File: config.mk
export PLATFORM = sky130hd
export DESIGN_NAME = lcr_lane_regs
export DESIGN_NICKNAME = d
export VERILOG_FILES = /design/src/inc/lcr_pkg.sv /design/src/design/lcr_lane_regs.sv
export SDC_FILE = /design/constraint.sdc
export NUM_CORES = 1
export LEC_CHECK = 0
export BUFFER_PORTS_ARGS = -buffer_cell sky130_fd_sc_hd__buf_2
export CELL_PAD_IN_SITES_DETAIL_PLACEMENT = 2
export CELL_PAD_IN_SITES_GLOBAL_PLACEMENT = 2
export CORE_MARGIN = 1.5
export CORE_UTILIZATION = 39
export DETAILED_ROUTE_END_ITERATION = 8
export MAX_ROUTING_LAYER = met4
export PLACE_DENSITY = 0.84
export SLEW_MARGIN = 15
export SYNTH_ARGS = -nofsm -noshare
export SYNTH_HDL_FRONTEND = slang
export SYNTH_SLANG_ARGS = --single-unit
export TNS_END_PERCENT = 1
File: constraint.sdc
create_clock -name clk -period 4.3 [get_ports clk]
set_clock_uncertainty 0.1 [all_clocks]
set_input_delay 0.43 -clock clk [delete_from_list [all_inputs] [get_ports clk]]
set_output_delay 0.43 -clock clk [all_outputs]
set_load 0.01 [all_outputs]
File: src/inc/lcr_pkg.sv
// Package of constants and types for the lane configuration register slice.
// Contract
// - Assert threshold code selects fixed millivolt level.
// - De-assert threshold code selects fixed millivolt level.
// - Threshold fields apply only under override bit.
// - Probe code 00 keeps input high impedance.
// - Code 01 probes every 12 ms, 50 times.
// - Code 10 probes every 12 ms until found.
// - Automatic modes terminate only after detection.
// - Probe field applies only under override bit.
// - Boost register eight bits, resets to 0x2f.
// - Swing bit 7 enables short protection.
// - Swing bits 2:0 select amplitude ratio.
// - Swing register resets to 0xad.
// - Read-only status bit 7 shows termination.
`default_nettype none
package lcr_pkg;
    localparam logic [7:0] LCR_ADDR_THRESH = 8'h20;
    localparam logic [7:0] LCR_ADDR_RSVD_LO = 8'h21;
    localparam logic [7:0] LCR_ADDR_RSVD_HI = 8'h22;
    localparam logic [7:0] LCR_ADDR_PROBE = 8'h23;
    localparam logic [7:0] LCR_ADDR_BOOST = 8'h24;
    localparam logic [7:0] LCR_ADDR_SWING = 8'h25;
    localparam logic [7:0] LCR_ADDR_STATUS = 8'h26;
    localparam logic [7:0] LCR_RST_THRESH = 8'h00;
    localparam logic [7:0] LCR_RST_PROBE = 8'h00;
    localparam logic [7:0] LCR_RST_BOOST = 8'h2f;
    localparam logic [7:0] LCR_RST_SWING = 8'had;
    localparam logic [7:0] LCR_RST_STATUS = 8'h02;
    localparam int LCR_POS_ASSERT = 2;
    localparam int LCR_POS_DEASSERT = 0;
    localparam int LCR_POS_PROBE = 2;
    localparam int LCR_POS_SHORT = 7;
    localparam int LCR_POS_DETECTED = 7;
    localparam int LCR_POS_OVR_THRESH = 6;
    localparam int LCR_POS_OVR_PROBE = 3;
    localparam int LCR_CLK_HZ = 100000000;
    localparam int LCR_PROBE_PERIOD_MS = 12;
    localparam int LCR_PROBE_CYCLES = LCR_PROBE_PERIOD_MS * (LCR_CLK_HZ / 1000);
    localparam logic [5:0] LCR_PROBE_LIMIT = 6'h32;
    typedef enum logic [1:0] {
        LCR_PROBE_OFF,
        LCR_PROBE_LIMITED,
        LCR_PROBE_ENDLESS,
        LCR_PROBE_FORCED
    } lcr_probe_mode_t;
    typedef struct packed {
        logic [7:0] addr;
        logic [7:0] wdata;
        logic wr;
        logic rd;
    } lcr_bus_req_t;
    typedef struct packed {
        logic [6:0] assertMv;
        logic [6:0] deassertMv;
        logic [2:0] swingCode;
        logic shortProtect;
        logic [7:0] boost;
    } lcr_analog_t;
endpackage : lcr_pkg
`default_nettype wire

File: src/design/lcr_lane_regs.sv
// Lane configuration registers with timed far-receiver probe sequencer.
`default_nettype none
module lcr_lane_regs #(
    parameter int PROBE_CYCLES = lcr_pkg::LCR_PROBE_CYCLES
) (
    input wire logic clk,
    input wire logic srst,
    input wire lcr_pkg::lcr_bus_req_t busReq,
    output logic [7:0] rdData,
    input wire logic ovrThresh,
    input wire logic ovrProbe,
    input wire logic [3:0] threshPin,
    input wire logic [1:0] probePin,
    input wire logic farReceiverSeen,
    output logic probePulse,
    output logic terminated,
    output lcr_pkg::lcr_analog_t analogCfg
);
    logic [7:0] thresh_reg;
    logic [7:0] probe_reg;
    logic [7:0] boost_reg;
    logic [7:0] swing_reg;
    logic [7:0] rsvdLo_reg;
    logic [7:0] rsvdHi_reg;
    logic [7:0] dbLow_reg;
    logic [31:0] tick_reg;
    logic [5:0] tries_reg;
    logic found_reg;
    logic [1:0] ovrT_s1, ovrT_s2;
    logic [1:0] ovrP_s1, ovrP_s2;
    logic [3:0] thPin_s1, thPin_s2;
    logic [1:0] prPin_s1, prPin_s2;
    logic seen_s1, seen_s2;
    logic [3:0] thEff;
    logic [1:0] prEff;
    logic restart;
    logic [6:0] assertMv, deassertMv;

    // Pin-level inputs pass two flip-flops before any logic reads them.
    always_ff @(posedge clk) begin
        ovrT_s1 <= {1'b0, ovrThresh};
        ovrT_s2 <= ovrT_s1;
        ovrP_s1 <= {1'b0, ovrProbe};
        ovrP_s2 <= ovrP_s1;
        thPin_s1 <= threshPin;
        thPin_s2 <= thPin_s1;
        prPin_s1 <= probePin;
        prPin_s2 <= prPin_s1;
        seen_s1 <= farReceiverSeen;
        seen_s2 <= seen_s1;
    end

    // Effective settings follow registers only under the override bits.
    always_comb begin
        thEff = ovrT_s2[0] ? thresh_reg[3:0] : thPin_s2;
        prEff = ovrP_s2[0] ? probe_reg[3:2] : prPin_s2;
    end

    // A write of an automatic setting restarts the sequence.
    assign restart = busReq.wr && busReq.addr == lcr_pkg::LCR_ADDR_PROBE
        && (busReq.wdata[3:2] == 2'b01 || busReq.wdata[3:2] == 2'b10);

    // Register writes; unmapped addresses are ignored.
    always_ff @(posedge clk) begin
        if (srst) begin
            thresh_reg <= lcr_pkg::LCR_RST_THRESH;
            probe_reg <= lcr_pkg::LCR_RST_PROBE;
            boost_reg <= lcr_pkg::LCR_RST_BOOST;
            swing_reg <= lcr_pkg::LCR_RST_SWING;
            rsvdLo_reg <= 8'h00;
            rsvdHi_reg <= 8'h00;
            dbLow_reg <= lcr_pkg::LCR_RST_STATUS;
        end else if (busReq.wr) begin
            case (busReq.addr)
                lcr_pkg::LCR_ADDR_THRESH: thresh_reg <= busReq.wdata;
                lcr_pkg::LCR_ADDR_RSVD_LO: rsvdLo_reg <= busReq.wdata;
                lcr_pkg::LCR_ADDR_RSVD_HI: rsvdHi_reg <= busReq.wdata;
                lcr_pkg::LCR_ADDR_PROBE: probe_reg <= busReq.wdata;
                lcr_pkg::LCR_ADDR_BOOST: boost_reg <= busReq.wdata;
                lcr_pkg::LCR_ADDR_SWING: swing_reg <= busReq.wdata;
                lcr_pkg::LCR_ADDR_STATUS: dbLow_reg <= {1'b0, busReq.wdata[6:0]};
                default: ;
            endcase
        end
    end

    // Read data stands in the cycle after the read strobe only.
    always_ff @(posedge clk) begin
        if (srst || !busReq.rd) begin
            rdData <= 8'h00;
        end else begin
            case (busReq.addr)
                lcr_pkg::LCR_ADDR_THRESH: rdData <= thresh_reg;
                lcr_pkg::LCR_ADDR_RSVD_LO: rdData <= rsvdLo_reg;
                lcr_pkg::LCR_ADDR_RSVD_HI: rdData <= rsvdHi_reg;
                lcr_pkg::LCR_ADDR_PROBE: rdData <= probe_reg;
                lcr_pkg::LCR_ADDR_BOOST: rdData <= boost_reg;
                lcr_pkg::LCR_ADDR_SWING: rdData <= swing_reg;
                lcr_pkg::LCR_ADDR_STATUS: rdData <= {terminated, dbLow_reg[6:0]};
                default: rdData <= 8'h00;
            endcase
        end
    end

    // Probe interval timer: a pulse every 12 ms while an automatic probe runs.
    always_ff @(posedge clk) begin
        if (srst || restart || found_reg) begin
            tick_reg <= 32'h0;
            tries_reg <= 6'h00;
            probePulse <= 1'b0;
        end else if ((prEff == 2'b01 && tries_reg != lcr_pkg::LCR_PROBE_LIMIT)
                || prEff == 2'b10) begin
            probePulse <= 1'b0;
            if (tick_reg == 32'(PROBE_CYCLES - 1)) begin
                tick_reg <= 32'h0;
                probePulse <= 1'b1;
                if (tries_reg != lcr_pkg::LCR_PROBE_LIMIT) begin
                    tries_reg <= tries_reg + 6'h01;
                end
            end else begin
                tick_reg <= tick_reg + 32'h1;
            end
        end else begin
            probePulse <= 1'b0;
        end
    end

    // Detection latch; cleared when the mode leaves automatic or restarts.
    always_ff @(posedge clk) begin
        if (srst || restart || prEff == 2'b00 || prEff == 2'b11) begin
            found_reg <= 1'b0;
        end else if (probePulse && seen_s2) begin
            found_reg <= 1'b1;
        end
    end

    // Termination state seen by the lane input.
    always_ff @(posedge clk) begin
        if (srst) begin
            terminated <= 1'b0;
        end else begin
            case (prEff)
                2'b00: terminated <= 1'b0;
                2'b11: terminated <= 1'b1;
                default: terminated <= found_reg;
            endcase
        end
    end

    // Threshold code to millivolt decode.
    always_comb begin
        case (thEff[3:2])
            2'b00: assertMv = 7'd50;
            2'b01: assertMv = 7'd40;
            2'b10: assertMv = 7'd75;
            default: assertMv = 7'd58;
        endcase
        case (thEff[1:0])
            2'b00: deassertMv = 7'd37;
            2'b01: deassertMv = 7'd22;
            2'b10: deassertMv = 7'd55;
            default: deassertMv = 7'd45;
        endcase
    end

    // Analog settings registered toward the signal path.
    always_ff @(posedge clk) begin
        if (srst) begin
            analogCfg <= '0;
        end else begin
            analogCfg.assertMv <= assertMv;
            analogCfg.deassertMv <= deassertMv;
            analogCfg.swingCode <= swing_reg[2:0];
            analogCfg.shortProtect <= swing_reg[lcr_pkg::LCR_POS_SHORT];
            analogCfg.boost <= boost_reg;
        end
    end
endmodule : lcr_lane_regs
`default_nettype wire

== Word level (Yosys, flattened, before mapping) ==
Cells that the tools add are included.
Cells by class
  add/subtract/negate cells: 2
  reductions and logical operators: 24
  eq/ne operators: 18
  mux-type cells: 8
  bitwise gates (word level): 1
Operators with widths (number)
  == test 8 x 6 -> 1 bit (second input constant): 7
  one-hot mux 8 bit (7 select lines): 1
  adder 32 x 1 -> 32 bit (second input constant): 1
  == test 32 x 21 -> 1 bit (second input constant): 1
  2-to-1 mux 32 bit: 1
  one-hot mux 7 bit (3 select lines): 1
  one-hot mux 6 bit (3 select lines): 1
  AND reduction 2 bit: 7
  == test 2 bit (second input constant): 5
  == test 2 x 1 -> 1 bit (second input constant): 4
  logical OR 1 bit: 7
  adder 6 x 1 -> 6 bit (second input constant): 1
  logical NOT 2 bit: 3
  inequality test 6 bit (second input constant): 1
  logical AND 1 bit: 4
  2-to-1 mux 4 bit: 1
  AND reduction 3 bit: 1
  2-to-1 mux 2 bit: 1
  one-hot mux 1 bit (2 select lines): 1
  OR reduction 2 bit: 1
  logical NOT 1 bit: 1
  2-to-1 mux 1 bit: 1
  NOT 1 bit: 1
Storage, ports and cells
  bits in registers: 148
  output and inout port bits: 36
  input bits: 29
  word-level logic and storage cells: 81

== Logic depth before layout (Yosys ltp) ==
  depth after elaboration: 6
  mapped depth: 9
  gate-level depth less buffers: 8

== Least setup slack after synthesis ==
No wires, ideal clock.
  path kind: input port to flip-flop
  start: in busReq[13] in the netlist's numbering
  end: reg tick_reg[0]
  path slack: 1691 ps
  required time: 4083 ps
  arrival: 2392 ps
  stages on the path: 8
  buffers on the path: 3
  library setup time: 117 ps
  cell sequence: or4b_1 clkbuf_1 nor4b_2 a311o_1 buf_2 nand2b_1 buf_2 nor2_1
On the way
  word-level cells in the longest chain between the ends: 5
RTL lines
  start: declaration: RTL line lcr_lane_regs.sv:8  | input wire lcr_pkg::lcr_bus_req_t busReq,
  == test 8 x 6 -> 1 bit: RTL line lcr_lane_regs.sv:60  | assign restart = busReq.wr && busReq.addr == lcr_pkg::LCR_ADDR_PROBE
  logical AND 1 bit: RTL line lcr_lane_regs.sv:60
  logical AND 1 bit: RTL line lcr_lane_regs.sv:61  | && (busReq.wdata[3:2] == 2'b01 || busReq.wdata[3:2] == 2'b10);
  logical OR 1 bit (2 in a row): RTL line lcr_lane_regs.sv:107  | if (srst || restart || found_reg) begin
  end signal: assignment: RTL line lcr_lane_regs.sv:121  | tick_reg <= tick_reg + 32'h1;
  end: declaration: RTL line lcr_lane_regs.sv:26  | logic [31:0] tick_reg;
No other way between the ends.
A chain may end at the register's enable or synchronous reset.

== Final worst setup path ==
  start: reg ovrP_s2[0]
  end: reg tick_reg[30]
On the way
  word-level cells in the longest chain between the ends: 4
  elaborated cells on any way between the ends: 5
  those cells by class: 2 x eq/ne; 1 x mux; 2 x reduce/logical
RTL lines
  start: declaration: RTL line lcr_lane_regs.sv:30  | logic [1:0] ovrP_s1, ovrP_s2;
  start signal: assignment: RTL line lcr_lane_regs.sv:44  | ovrP_s2 <= ovrP_s1;
  2-to-1 mux 2 bit (*): RTL line lcr_lane_regs.sv:56  | prEff = ovrP_s2[0] ? probe_reg[3:2] : prPin_s2;
  == test 2 x 1 -> 1 bit: RTL line lcr_lane_regs.sv:111  | end else if ((prEff == 2'b01 && tries_reg != lcr_pkg::LCR_PROBE_LIMIT)
  logical AND 1 bit: RTL line lcr_lane_regs.sv:111
  logical OR 1 bit (*): RTL line lcr_lane_regs.sv:112  | || prEff == 2'b10) begin
Every way passes the cells marked *; elsewhere a longest branch is shown, timed or not.

==> summary.md <==
| Metric | Value |
|---|---|
| Root Buffer | sky130_fd_sc_hd__clkbuf_16 |
| Transition time of the tightest slew-check pin | between 1 and 1.5 ns |
| Fin crit period | 2.94 ns |
| Endpoint kind of the worst setup timing path | register |
| Initial Utilization | between 40% and 50% |
| R2R Setup Slk | approximately 1.4 ns |
| Antenna diode count | 0 |
| Global routing's busiest layer | met2 |
| Worst-Skew Late Latency | 0.43 ns |
| Netlist area before placement | ~0.0058 mm² |
| Min-Delay Path Depth | 1 |
| Post-detailed-route DRC marker count | 0 |
| Area enclosed by the die boundary | 0.0157 mm² |
| Static power due to leakage | about 0.0027 µW |
| Share of total power in the clock network | 52.8% |
| Unrepaired setup endpoints after global routing | no |
| Number of global-route vias before repair | about 5200 |
| Period Utilization, post-route | 68.4% |
| Aggregate global-route resource usage | 24.0% |
| Power consumption | 3140 µW |
| Number of enable flip-flop cells after synthesis | 0 |
| Launching point of the worst reg2reg path | ovrP_s2[0]$_DFF_P_ |
| Number of vias in the routed layout | approximately 4700 |
| I/O pin count | 65 |
| Layout fillers | roughly 1500 |
| Max-slew headroom | 22.9% |
| Number of instances in the synthesized netlist | 621 |
| Power per cell area | 452 mW/mm² |
| Placed standard-cell area | 0.00624 mm² |
| Final hold violations | 0 |
| Share of total power in sequential cells | 43.2% |
| Result of the run | finished clean |
| Routing usage on met2 | 40.5% |
| CTS tree | built |
| Clock Sinks | 143 |
| Final-stage net count | between 700 and 800 |
| Via-to-Cell Ratio | 5.44 |
| Number of violations reported at the end of detailed-routing iteration 0 | about 250 |
| Antenna violations before repair | 0 |
| Worst Hold Launch | threshPin[3] |
| Area inside the core boundary | between 0.01 and 0.015 mm² |
| Clock transition at the register clock pins on the worst setup and hold paths after CTS | ~0.060 ns |
| Placer congestion estimate | roughly 0.76 |
| WL/cell | 20.3 µm |
| Worst Path Class, Setup | reg2reg |
| GRT met1 Usage | around 29% |
| Internal power contribution | 2450 µW |
| Sw Ratio | between 20 and 25% |
| Synth Register Bits | 143 |
| Htree depth | 4 |
| Row count | 44 |
| Routed WL | ~18000 µm |
| Reg2Reg Depth | 8 |
| Overflow left after global routing | 0 |
| Fraction of layout instances using a drive strength above 1 | 18.6% |
| Area Overhead vs Synth | 19.5% |
| Number of port buffers | 62 |
| Number of pins exceeding their max-slew limit in the final report | 0 |
| Cell types occupying the most area after synthesis | sky130_fd_sc_hd__dfxtp_1, sky130_fd_sc_hd__mux2i_1, sky130_fd_sc_hd__nor2_1 |
| Post-synth cell types | 52 |
| YS warnings | 0 |
| Chip Width | 125 µm |
| Final HPWL from detailed placement | between 10000 and 15000 µm |
| Data required time of the critical path | 4.50 ns |
| Power share of the combinational group | 4.0% |
| Hold_ws | 0.0220 ns |
| Post-route insts no fill | 873 |
| Sequential-to-total area share from yosys stat | 49.2% |
| Number of iterations in the first detailed-routing pass | 4 |
| Maximum number of pins on one net before global-route repair | 50 |
| Wire length of the first global-routing pass | between 20000 and 30000 µm |
| WP data arrival | around 3.1 ns |
| Portion of synthesized cell area occupied by the leading cell type | between 40 and 50% |
| Global-route met3 utilization | 4.75% |
| Buffers from clock root to sink, at most | 2 |
| Hold/Removal Path Class | in2reg |
| Syn_area_per_cell | 9.37 µm² |
| Non-Filler Cell Area, Final | 0.00695 mm² |
| Net switching power of the design | between 600 and 700 µW |
| Antenna Violating Nets Remaining | 0 |
| Terminus of the critical flop-to-flop path | tick_reg[30]$_SDFFE_PP0N_ |
| Area leader, netlist | sky130_fd_sc_hd__dfxtp_1 |
| Dpl cells | about 840 |
| Finish-stage setup viols | 0 |
| Fraction of registers with async set/reset | 0% |
| Category of the worst setup path launch point | register |
| Max Cap Viol | 0 |
| Fin Setup TNS | 0 ns |
| Clock buffer count from CTS | 17 |
| Number of flip-flops in the largest register | 32 |
| Timing-limited maximum frequency | 340 MHz |
| Max Fanout on Critical Path | 11 |
| Worst ir drop on vdd | about 0.30 mV |
| Hold worst-path end | thPin_s1[3]$_DFF_P_ |
| Chip height | 125 µm |
| Prevailing post-synth register cell | sky130_fd_sc_hd__dfxtp_1 |
## cells by family (layout without fill, tap and decap cells)
logic type / count (synthesis) / count (layout) / share of synthesized area [%]
AND/OR/NAND/NOR: 255 / 255 / 22.1
flip-flops: 143 / 143 / 49.2
AO/OA/AOI/OAI: 74 / 74 / 7.96
multiplexers: 52 / 52 / 9.29
buffers and inverters: 51 / 118 / 3.83
XOR/XNOR: 32 / 32 / 4.82
adder cells (fa/ha/maj): 13 / 13 / 2.80
other: 1 / 2 / 0.0644
## cells in the mapped netlist (6+ instances only)
master                     count
sky130_fd_sc_hd__dfxtp_1     143
sky130_fd_sc_hd__nor2_1       74
sky130_fd_sc_hd__nand2_1      63
sky130_fd_sc_hd__a21oi_1      36
sky130_fd_sc_hd__mux2i_1      36
sky130_fd_sc_hd__xnor2_1      30
sky130_fd_sc_hd__nand3_1      28
sky130_fd_sc_hd__clkbuf_1     26
sky130_fd_sc_hd__mux2_2       16
sky130_fd_sc_hd__a22oi_1      15
sky130_fd_sc_hd__nor2b_1      15
sky130_fd_sc_hd__ha_1         13
sky130_fd_sc_hd__nor3_1       13
sky130_fd_sc_hd__inv_1        12
sky130_fd_sc_hd__nor4_1       11
sky130_fd_sc_hd__nand4_1       8
sky130_fd_sc_hd__a22o_1        7
sky130_fd_sc_hd__and3_1        7
sky130_fd_sc_hd__buf_2         6
sky130_fd_sc_hd__o21ai_0       6
## power by group through the flow
stage                     combinational (µW)  sequential [µW]  clock [µW]
final                                    126             1360        1660
after global routing                     136             1360        1740
after CTS                                125             1360        1690
after detailed placement                 119             1380           0
after global placement                   114             1380           0
after floorplan                         66.0             1390           0
## worst max-delay path, cell delays in order (launching register included)
cell                       delay (ns)
sky130_fd_sc_hd__dfxtp_1         0.37
sky130_fd_sc_hd__mux2i_1         0.36
sky130_fd_sc_hd__inv_1           0.12
sky130_fd_sc_hd__ha_1            0.22
sky130_fd_sc_hd__nand3b_1        0.22
sky130_fd_sc_hd__o211ai_1        0.93
sky130_fd_sc_hd__nor3_1          0.14
sky130_fd_sc_hd__xnor2_1         0.25
sky130_fd_sc_hd__nor2_1          0.08
## layout make-up
class,instances,area (µm²),share of cell area (%)
inverter,12,45.0,0.648
timing repair buffer,74,413,5.94
clock buffer,19,453,6.52
clock inverter,13,210,3.02
sequential,143,2860,41.2
tap,184,230,3.31
multi-input combinational,428,2740,39.4
## how the worst max path moves through the flow
stage                       startpoint                          to  slack [ns]  cells after the start
CTS                 ovrP_s2[0]$_DFF_P_   tick_reg[30]$_SDFFE_PP0N_        1.42                      8
global route        ovrP_s2[0]$_DFF_P_   tick_reg[28]$_SDFFE_PP0N_        1.16                      8
floorplan                   busReq[13]    tick_reg[0]$_SDFFE_PP0N_        1.69                      8
detailed placement          busReq[13]  rsvdLo_reg[5]$_SDFFE_PP0P_        1.23                      6
global placement            busReq[13]  rsvdLo_reg[5]$_SDFFE_PP0P_        1.42                      6
finish              ovrP_s2[0]$_DFF_P_   tick_reg[30]$_SDFFE_PP0N_        1.36                      8
## repair_timing
action,4_1_cts,5_1_grt
gates resized for setup,0,0
hold endpoints to repair,4,1
buffers inserted,0,0
hold buffers,4,1
## cells in the final DEF (no fill, tap or decap), types with 15 or more instances in the layout
master and count:
sky130_fd_sc_hd__xnor2_1 30, sky130_fd_sc_hd__nor2b_1 15, sky130_fd_sc_hd__dfxtp_1 143, sky130_fd_sc_hd__buf_2 62
sky130_fd_sc_hd__mux2i_1 36, sky130_fd_sc_hd__mux2_2 16, sky130_fd_sc_hd__nor2_1 74, sky130_fd_sc_hd__a21oi_1 36
sky130_fd_sc_hd__clkbuf_16 17, sky130_fd_sc_hd__nand2_1 63, sky130_fd_sc_hd__a22oi_1 15, sky130_fd_sc_hd__nand3_1 28
## routing by layer
metal | up-vias | share of wire, % | wire length, µm
met5 | - | 0 | 0
met4 | 0 | 0.95 | 168
met3 | 16 | 2.7 | 472
met2 | 70 | 50 | 8960
met1 | 2412 | 46 | 8150
li1 | 2251 | - | -
## through the flow
step | utilization (%) | setup WS [ns]
floorplan | - | 1.69
global placement | 42.9 | 1.42
detailed placement | 42.9 | 1.23
CTS | 47.8 | 1.42
global route | 47.8 | 1.16
finish | 47.8 | 1.36
Note: power is estimated with default switching activity, not from simulation.
